===== src/design/bcwd_pkg.sv =====
// Package for the boot configuration word decoder: field positions, codes,
// register offsets and packed carriers for the decoded settings.
// Assumes a 32-bit configuration word delivered by the nonvolatile store.
package bcwd_pkg;

  // Field positions in the clock and watchdog word
  localparam int WIN_SIZE_LSB = 24;
  localparam int WD_FORCE_BIT = 23;
  localparam int WIN_DIS_BIT = 22;
  localparam int PS_LSB = 16;
  localparam int CSM_LSB = 14;
  localparam int PBDIV_LSB = 12;
  localparam int CLKOUT_BIT = 10;
  localparam int POSC_LSB = 8;
  localparam int TWO_SPEED_BIT = 7;
  localparam int SOSC_BIT = 5;
  localparam int OSC_SRC_LSB = 0;

  // Highest postscale code and its power of two
  localparam logic [4:0] PS_CODE_MAX = 5'h14;

  // Register offsets on the plain register port (word index)
  localparam logic [3:0] ADDR_CFG1_RAW = 4'h0;
  localparam logic [3:0] ADDR_CFG2_RAW = 4'h1;
  localparam logic [3:0] ADDR_WD_STATUS = 4'h2;
  localparam logic [3:0] ADDR_CLK_STATUS = 4'h3;
  localparam logic [3:0] ADDR_CTRL = 4'h4;

  // Reset values
  localparam logic [31:0] WORD_RESET = 32'hffffffff;
  localparam logic [31:0] RDATA_RESET = 32'h00000000;
  localparam logic [0:0] CTRL_RESET = 1'h0;

  // Open window in eighths of the period
  localparam logic [3:0] WIN_EIGHTHS_11 = 4'h2;
  localparam logic [3:0] WIN_EIGHTHS_10 = 4'h3;
  localparam logic [3:0] WIN_EIGHTHS_01 = 4'h4;
  localparam logic [3:0] WIN_EIGHTHS_00 = 4'h6;

  typedef enum logic [1:0] {
    POSC_EXT_CLOCK = 2'b00,
    POSC_STD_CRYSTAL = 2'b01,
    POSC_HS_CRYSTAL = 2'b10,
    POSC_OFF = 2'b11
  } bcwd_posc_type;

  typedef enum logic [2:0] {
    SRC_FAST_RC = 3'b000,
    SRC_FAST_RC_DIV_N_PLL = 3'b001,
    SRC_PRIMARY = 3'b010,
    SRC_PRIMARY_PLL = 3'b011,
    SRC_SECONDARY = 3'b100,
    SRC_LOW_POWER_RC = 3'b101,
    SRC_FAST_RC_DIV_16 = 3'b110,
    SRC_FAST_RC_DIV_N = 3'b111
  } bcwd_src_type;

  typedef enum logic [1:0] {
    LD_IDLE = 2'b00,
    LD_SAMPLE = 2'b01,
    LD_HOLD = 2'b10
  } bcwd_load_type;

  typedef struct packed {
    logic [3:0] windowEighths;
    logic forceEnable;
    logic softEnableAllowed;
    logic windowMode;
    logic [4:0] postscaleLog2;
  } bcwd_wd_type;

  typedef struct packed {
    logic switchEnable;
    logic monitorEnable;
    logic [3:0] periphBusDivisor;
    logic clockOutput;
    bcwd_posc_type primaryOscMode;
    logic twoSpeedStartup;
    logic secondaryOscEnable;
    bcwd_src_type oscSource;
  } bcwd_clk_type;

endpackage : bcwd_pkg


===== src/design/bcwd_decoder.sv =====
// Boot configuration word decoder: samples the clock/watchdog word and the
// PLL word once after reset, decodes the clock/watchdog word and holds the settings.
// Assumes the config words are stable from reset release until loaded.
`timescale 1ns/1ps
`default_nettype none

// Summary of operation
// - Window size code picks 25/37.5/50/75 percent
// - Force bit runs watchdog, software cannot stop
// - Window-disable bit selects non-window mode
// - Postscale code doubles ratio, 1:4 at 00010
// - Codes above 10100 act as 10100
// - Switching and monitor enables from two-bit code
// - Peripheral bus divisor codes give 1,2,4,8
// - Clock out only when enabled and mode 11/00
// - Primary oscillator mode off/HS/standard/external
// - Switchover bit enables two-speed start-up
// - Secondary oscillator enable follows its bit
// - Three-bit code selects oscillator source
module bcwd_decoder
  import bcwd_pkg::*;
(
  input wire logic mclk,
  input wire logic rst,
  input wire logic ce,
  input wire logic [31:0] cfgWord1,
  input wire logic [31:0] cfgWord2,
  input wire logic [3:0] regAddr,
  input wire logic [31:0] regWdata,
  input wire logic regWrite,
  input wire logic regRead,
  output logic [31:0] regRdata,
  output bcwd_wd_type wdSettings,
  output bcwd_clk_type clkSettings,
  output logic wdRunning,
  output logic configValid,
  output logic configWarning
);

  // Load sequencer state
  bcwd_load_type loadState;
  bcwd_load_type next_loadState;
  logic [31:0] word1;
  logic wdSoftEnable;
  logic [31:0] storeData;

  // Postscale: log2 of ratio, clamped above the highest code
  function automatic logic [4:0] postscaleLog2(input logic [4:0] code);
    if (code > PS_CODE_MAX) begin
      return PS_CODE_MAX;
    end
    return code;
  endfunction : postscaleLog2

  // Open window in eighths of the timeout
  function automatic logic [3:0] windowEighths(input logic [1:0] code);
    logic [3:0] w;
    w = WIN_EIGHTHS_00;
    unique case (code)
      2'b11: w = WIN_EIGHTHS_11;
      2'b10: w = WIN_EIGHTHS_10;
      2'b01: w = WIN_EIGHTHS_01;
      2'b00: w = WIN_EIGHTHS_00;
    endcase
    return w;
  endfunction : windowEighths

  // Field selects of the held word
  wire [1:0] winCode = word1[WIN_SIZE_LSB +: 2];
  wire forceBit = word1[WD_FORCE_BIT];
  wire winDisBit = word1[WIN_DIS_BIT];
  wire [4:0] psCode = word1[PS_LSB +: 5];
  wire [1:0] csmCode = word1[CSM_LSB +: 2];
  wire [1:0] pbCode = word1[PBDIV_LSB +: 2];
  wire clkOutBit = word1[CLKOUT_BIT];
  wire [1:0] poscCode = word1[POSC_LSB +: 2];
  wire twoSpeedBit = word1[TWO_SPEED_BIT];
  wire soscBit = word1[SOSC_BIT];
  wire [2:0] srcCode = word1[OSC_SRC_LSB +: 3];

  // Decoded watchdog settings
  wire bcwd_wd_type next_wd = '{
    windowEighths: windowEighths(winCode),
    forceEnable: forceBit,
    softEnableAllowed: ~forceBit,
    windowMode: ~winDisBit,
    postscaleLog2: postscaleLog2(psCode)
  };

  // Clock-out is only possible with primary off or external clock
  wire poscAllowsOut = (poscCode == POSC_OFF) || (poscCode == POSC_EXT_CLOCK);
  wire bcwd_clk_type next_clk = '{
    switchEnable: ~csmCode[1],
    monitorEnable: (csmCode == 2'b00),
    periphBusDivisor: 4'h1 << pbCode,
    clockOutput: ~clkOutBit & poscAllowsOut,
    primaryOscMode: bcwd_posc_type'(poscCode),
    twoSpeedStartup: twoSpeedBit,
    secondaryOscEnable: soscBit,
    oscSource: bcwd_src_type'(srcCode)
  };

  // Flag words that break programmer obligations, for software to see
  wire usesPrimary = (srcCode == SRC_PRIMARY) || (srcCode == SRC_PRIMARY_PLL);
  wire badPrimary = usesPrimary && (poscCode == POSC_OFF);
  wire badReserved = (word1[31:26] != 6'h3f) || !word1[21] || !word1[11]
                     || !word1[6] || (word1[4:3] != 2'h3);

  // Sequencer: sample once after reset, then hold
  always_comb begin
    next_loadState = loadState;
    unique case (loadState)
      LD_IDLE: next_loadState = LD_SAMPLE;
      LD_SAMPLE: next_loadState = LD_HOLD;
      LD_HOLD: next_loadState = LD_HOLD;
      default: next_loadState = LD_IDLE;
    endcase
  end

  // Both words go to the store during sampling: word 1 then word 2
  wire storeWr = (loadState != LD_HOLD);
  wire [0:0] storeWrAddr = (loadState == LD_SAMPLE) ? 1'b1 : 1'b0;
  wire [31:0] storeWrData = (loadState == LD_SAMPLE) ? cfgWord2 : cfgWord1;
  // Only word 2 is read back from the store; word 1 is already held here,
  // so the read answer can be registered without a second cycle of latency
  wire [0:0] storeRdAddr = 1'b1;

  bcwd_word_store #(
    .DEPTH(2),
    .WIDTH(32)
  ) u_store (
    .mclk(mclk),
    .rst(rst),
    .ce(ce),
    .wrEn(storeWr),
    .wrAddr(storeWrAddr),
    .wrData(storeWrData),
    .rdAddr(storeRdAddr),
    .rdData(storeData)
  );

  always_ff @(posedge mclk) begin
    if (rst) begin
      loadState <= LD_IDLE;
    end else if (ce) begin
      loadState <= next_loadState;
    end
  end

  // Word 1 captured once; reset value is all ones in every field
  always_ff @(posedge mclk) begin
    if (rst) begin
      word1 <= WORD_RESET;
    end else if (ce && loadState == LD_IDLE) begin
      word1 <= cfgWord1;
    end
  end

  // Decoded outputs refresh only while loading, then stay put
  always_ff @(posedge mclk) begin
    if (rst) begin
      wdSettings <= '0;
      clkSettings <= '0;
      configValid <= 1'b0;
      configWarning <= 1'b0;
    end else if (ce && loadState == LD_SAMPLE) begin
      wdSettings <= next_wd;
      clkSettings <= next_clk;
      configValid <= 1'b1;
      configWarning <= badPrimary | badReserved;
    end
  end

  // Software enable is ignored when the force bit holds the dog on
  wire ctrlWrite = regWrite && (regAddr == ADDR_CTRL);
  always_ff @(posedge mclk) begin
    if (rst) begin
      wdSoftEnable <= CTRL_RESET;
      wdRunning <= 1'b0;
    end else if (ce) begin
      if (ctrlWrite) wdSoftEnable <= regWdata[0];
      wdRunning <= configValid & (wdSettings.forceEnable | wdSoftEnable);
    end
  end

  // Status words for the read path
  wire [31:0] wdStatus = {16'h0, 1'b0, wdSoftEnable, wdRunning,
                          wdSettings.windowMode, wdSettings.softEnableAllowed,
                          wdSettings.forceEnable, wdSettings.windowEighths,
                          1'b0, wdSettings.postscaleLog2};
  wire [31:0] clkStatus = {15'h0, configWarning, configValid, 1'b0,
                           clkSettings.switchEnable, clkSettings.monitorEnable,
                           clkSettings.periphBusDivisor, clkSettings.clockOutput,
                           clkSettings.primaryOscMode, clkSettings.twoSpeedStartup,
                           clkSettings.secondaryOscEnable, clkSettings.oscSource};

  // Read answer selected at the strobe; unmapped addresses read zero
  logic [31:0] next_rdata;
  always_comb begin
    next_rdata = RDATA_RESET;
    if (regRead) begin
      unique case (regAddr)
        ADDR_CFG1_RAW: next_rdata = word1;
        ADDR_CFG2_RAW: next_rdata = storeData;
        ADDR_WD_STATUS: next_rdata = wdStatus;
        ADDR_CLK_STATUS: next_rdata = clkStatus;
        ADDR_CTRL: next_rdata = {31'h0, wdSoftEnable};
        default: next_rdata = RDATA_RESET;
      endcase
    end
  end

  // Registered so the data stand only in the cycle after the strobe
  always_ff @(posedge mclk) begin
    if (rst) begin
      regRdata <= RDATA_RESET;
    end else if (ce) begin
      regRdata <= next_rdata;
    end
  end

endmodule : bcwd_decoder
`default_nettype wire


===== src/design/bcwd_word_store.sv =====
// Small holding store for the two sampled configuration words.
// Assumes the loader asserts the write enable for one cycle per word.
`timescale 1ns/1ps
`default_nettype none
module bcwd_word_store
  import bcwd_pkg::*;
#(
  parameter int DEPTH = 2,
  parameter int WIDTH = 32
) (
  input wire logic mclk,
  input wire logic rst,
  input wire logic ce,
  input wire logic wrEn,
  input wire logic [0:0] wrAddr,
  input wire logic [WIDTH-1:0] wrData,
  input wire logic [0:0] rdAddr,
  output logic [WIDTH-1:0] rdData
);

  logic [WIDTH-1:0] mem [DEPTH];

  // The loader addresses exactly two words with a one-bit index
  if (DEPTH != 2) begin : g_bad_depth
    $error("bcwd_word_store: DEPTH must be 2");
  end
  if (WIDTH < 1) begin : g_bad_width
    $error("bcwd_word_store: WIDTH must be positive");
  end

  // Writes land in the array; read data leave through a register
  always_ff @(posedge mclk) begin
    if (rst) begin
      rdData <= WIDTH'(WORD_RESET);
    end else if (ce) begin
      if (wrEn) mem[wrAddr] <= wrData;
      rdData <= mem[rdAddr];
    end
  end

endmodule : bcwd_word_store
`default_nettype wire


===== config.mk =====
export PLATFORM = sky130hd
export DESIGN_NAME = bcwd_decoder
export DESIGN_NICKNAME = d
export VERILOG_FILES = /design/src/design/bcwd_pkg.sv /design/src/design/bcwd_decoder.sv /design/src/design/bcwd_word_store.sv
export SDC_FILE = /design/constraint.sdc
export NUM_CORES = 1
export LEC_CHECK = 0
export BUFFER_PORTS_ARGS = -buffer_cell sky130_fd_sc_hd__buf_2
export CORE_MARGIN = 2
export CORE_UTILIZATION = 40
export DETAILED_ROUTE_END_ITERATION = 7
export HOLD_SLACK_MARGIN = 0.05
export PLACE_DENSITY = 0.72
export SLEW_MARGIN = 30
export SYNTH_ARGS = -nofsm -noshare
export SYNTH_HDL_FRONTEND = slang
export SYNTH_SLANG_ARGS = --single-unit

===== constraint.sdc =====
create_clock -name mclk -period 4.9 [get_ports mclk]
set_clock_uncertainty 0.2 [all_clocks]
set_input_delay 1.47 -clock mclk [delete_from_list [all_inputs] [get_ports mclk]]
set_output_delay 1.47 -clock mclk [all_outputs]
set_load 0.03 [all_outputs]

==> summary.txt <==
Synth
  • Synth Instances: 630
  • Synth cell types: 50
  • Seq/Total Area, Yosys: 0.5071
  • Post-Syn Nets: 740
  • Post-synth ARST share: 0
  • Synth top cells by count: 127 x dfxtp_1, 64 x a211o_1, 49 x mux2_2, 49 x nand2_1, 44 x nor2b_1
  • Synth top area cells: dfxtp_1 37%, edfxtp_1 14%, a211o_1 8.1%, mux2_2 8.0%, nor2b_1 4.0%
  • Cell Area, Synth: 6909 um2
  • Yosys reg bits: 159
  • Synth Warn #: 0
  • Most used flip-flop cell after synthesis: dfxtp_1
  • Yosys top cell area share: 0.3680
  • Number of flops mapped to enable cells by yosys: 32
  • Avg Cell Area, Syn: 10.97 um2
  • Yosys top cell by area: dfxtp_1
  • Count leader, synth: dfxtp_1

Detailed routing
  • Via count: 5221
  • Final wirelength: 17.72 mm
  • Via density: 5.338
  • Wire length per cell: 18.12 um
  • Residual DRC: 0
  • Final ANT Viol Nets: 0
  • Drt first-iter violations: 401
  • Drt pass-1 iters: 7

GRT
  • Pin count of the biggest net entering global routing: 76
  • Global-route wire length before repair: 27.49 mm
  • Vias in the first global route: 5062
  • GRT Util Overall: 0.1976
  • Initial antenna violation count: 0
  • Remaining Overflow, GRT: 0

Die
  • Die Area: 18340 um2
  • FP Rows: 48
  • Die Height: 135.4 um
  • Die Width: 135.4 um
  • I/O pin count: 166
  • Initial Utilization: 0.4037
  • Core area: 17120 um2

Power
  • Peak VDD IR: 230.2 uV
  • P_sw: 795.8 uW
  • Combinational power share: 0.120
  • Sequential share of power: 0.457
  • Pwr Density: 387.6 nW/um2
  • Switching Fraction: 0.2479
  • Clock network power share: 0.424
  • P_int: 2415 uW
  • Leakage dissipation: 0.003412 uW

Critical path
  • Crit path required time: 4.80 ns
  • Startpoint types: primary input
  • CP Cell Sequence: buf_4 -> buf_4 -> nand2_2 -> nor3_4 -> buf_4
  • CP max FO: 38
  • CP Capture Type: flop
  • CP most frequent cell: buf_4
  • Slowest CP cell: buf_4
  • CP max stage delay: 0.44 ns
  • Crit Path Class: primary input to flop
  • CP Data Arrival Time: 2.86 ns

STA
  • Final worst path period share: 0.6034
  • Fin. Hold Viols: 0
  • Total negative slack: 0 ns
  • Max Slew Vio Count: 0
  • Fmax: 0.3382 GHz
  • Slew HR: 0.4748
  • Final worst slack: 1.943 ns
  • Tmin final: 2.957 ns
  • Worst-Margin Slew: 0.7853 ns
  • RSZ-0062 raised after global routing: no
  • Final Setup Violations: 0

Place
  • # placed instances: 946
  • PortBufs: 133
  • DP HPWL: 12.15 mm
  • Place WS: 1.491 ns
  • GPL Wtd Cong: 0.8060

Final layout
  • Post-Layout Cell Count: 978
  • # diodes: 0
  • Share of cells above drive strength 1: 0.3386
  • Filler instances: 1615
  • Nets@finish: 850
  • Final core utilization: 0.4840
  • Area growth syn-to-layout: 19.90%

Clocking
  • Post-CTS Resized: 0
  • Clock sink count: 159
  • Total CTS buffers: 17
  • Clock root buffer: clkbuf_16
  • Reg clk slew, reported paths: 0.06 ns
  • Post-CTS setup buffer count: 0
  • Hold buffers post-CTS: 0
  • H-tree level count: 4
  • Clock Tree Buf Depth: 2
  • Clock latency on the worst-skew pair: 0.43 ns
  • CTS tree: done

Status
  • Outcome: finished, final reports clean

Flow run
  • Total of max-cap violations: 0

Hold path
  • Worst Hold Class: flop to flop
==> worst max-delay path: cells and delay by family <==
| family | cells | cell delay, ns |
|---|---|---|
| AND/OR/NAND/NOR | 2 | 0.29 |
| buffers and inverters | 3 | 1.06 |
==> stage by stage <==
stage	power (uW)	hold WS [ns]	cell area, um2
finish	3211	0.2431	8284
global route	3331	0.2623	8284
CTS	3234	0.2459	8284
detailed placement	1877	0.2376	7671
global placement	1872	0.2307	7667
floorplan	1754	0.2326	6914
==> area by class of cell <==
type / count / area [um2] / share of cell area
Clock buffer: 24 / 514.2 / 0.06208
Clock inverter: 8 / 98.84 / 0.01193
Inverter: 5 / 18.77 / 0.002266
Multi-Input combinational cell: 411 / 3087 / 0.3726
Sequential cell: 159 / 3503 / 0.4229
Tap cell: 225 / 281.5 / 0.03398
Timing Repair Buffer: 146 / 780.7 / 0.09425
==> sequential cells by signal (all words and copies together), names as in the netlist <==
register and count:
configValid 1, clkSettings 14, u_store.rdData 32, configWarning 1, wdSoftEnable 1, regRdata 32, wdRunning 1, word1 32
u_store.mem 32, loadState 2, wdSettings 11
==> cell families after synthesis <==
family                     after synthesis  share of synthesized area
other                                    1                  0.0005428
muxes                                   67                     0.1059
adders and majority gates                5                   0.009055
AOI/OAI and AO/OA                      169                     0.1874
buffers and inverters                   60                    0.04835
and+or+nand+nor                        169                     0.1416
DFF                                    159                     0.5071
==> metal layers <==
| metal | wire length (um) | GRT usage |
|---|---|---|
| met1 | 7778 | 0.2572 |
| met2 | 8340 | 0.3099 |
| met3 | 1136 | 0.05499 |
| met4 | 463 | 0.08275 |
| met5 | 0 | 0 |
==> power groups by stage <==
stage               Sequential, uW  Combinational [uW]  Clock (uW)
floorplan                     1500                 251           0
global placement              1490                 380           0
detailed placement            1490                 383           0
CTS                           1470                 388        1380
global route                  1470                 420        1440
finish                        1470                 385        1360
==> cells in the final DEF, fill, tap and decap left out, drive strengths merged, types with 3 or more instances in the layout <==
cell type    n
mux2        49
edfxtp      32
a211oi      15
dfxtp      127
and3        32
a211o       64
nand2       50
a22oi       16
nand3        3
o21ai       17
nor2b       44
nand3b       7
nand4        3
buf        146
ha           5
inv          6
a21oi       44
nor2        11
mux2i       18
nor3         4
o31ai        5
or3          3
clkbuf      24
clkinv       5
==> path summary, 6_finish.rpt <==
kind | slack (ns) | cells past startpoint | endpoint | from
min | 0.24 | 2 | regRdata[23] | regRdata[23]
max | 1.94 | 5 | u_store.mem[1][27] | ce
max reg2reg | 2.58 | 4 | u_store.mem[1][16] | loadState[1]
min reg2reg | 0.24 | 2 | regRdata[23] | regRdata[23]
No activity file was read; power rests on OpenSTA's default activity.
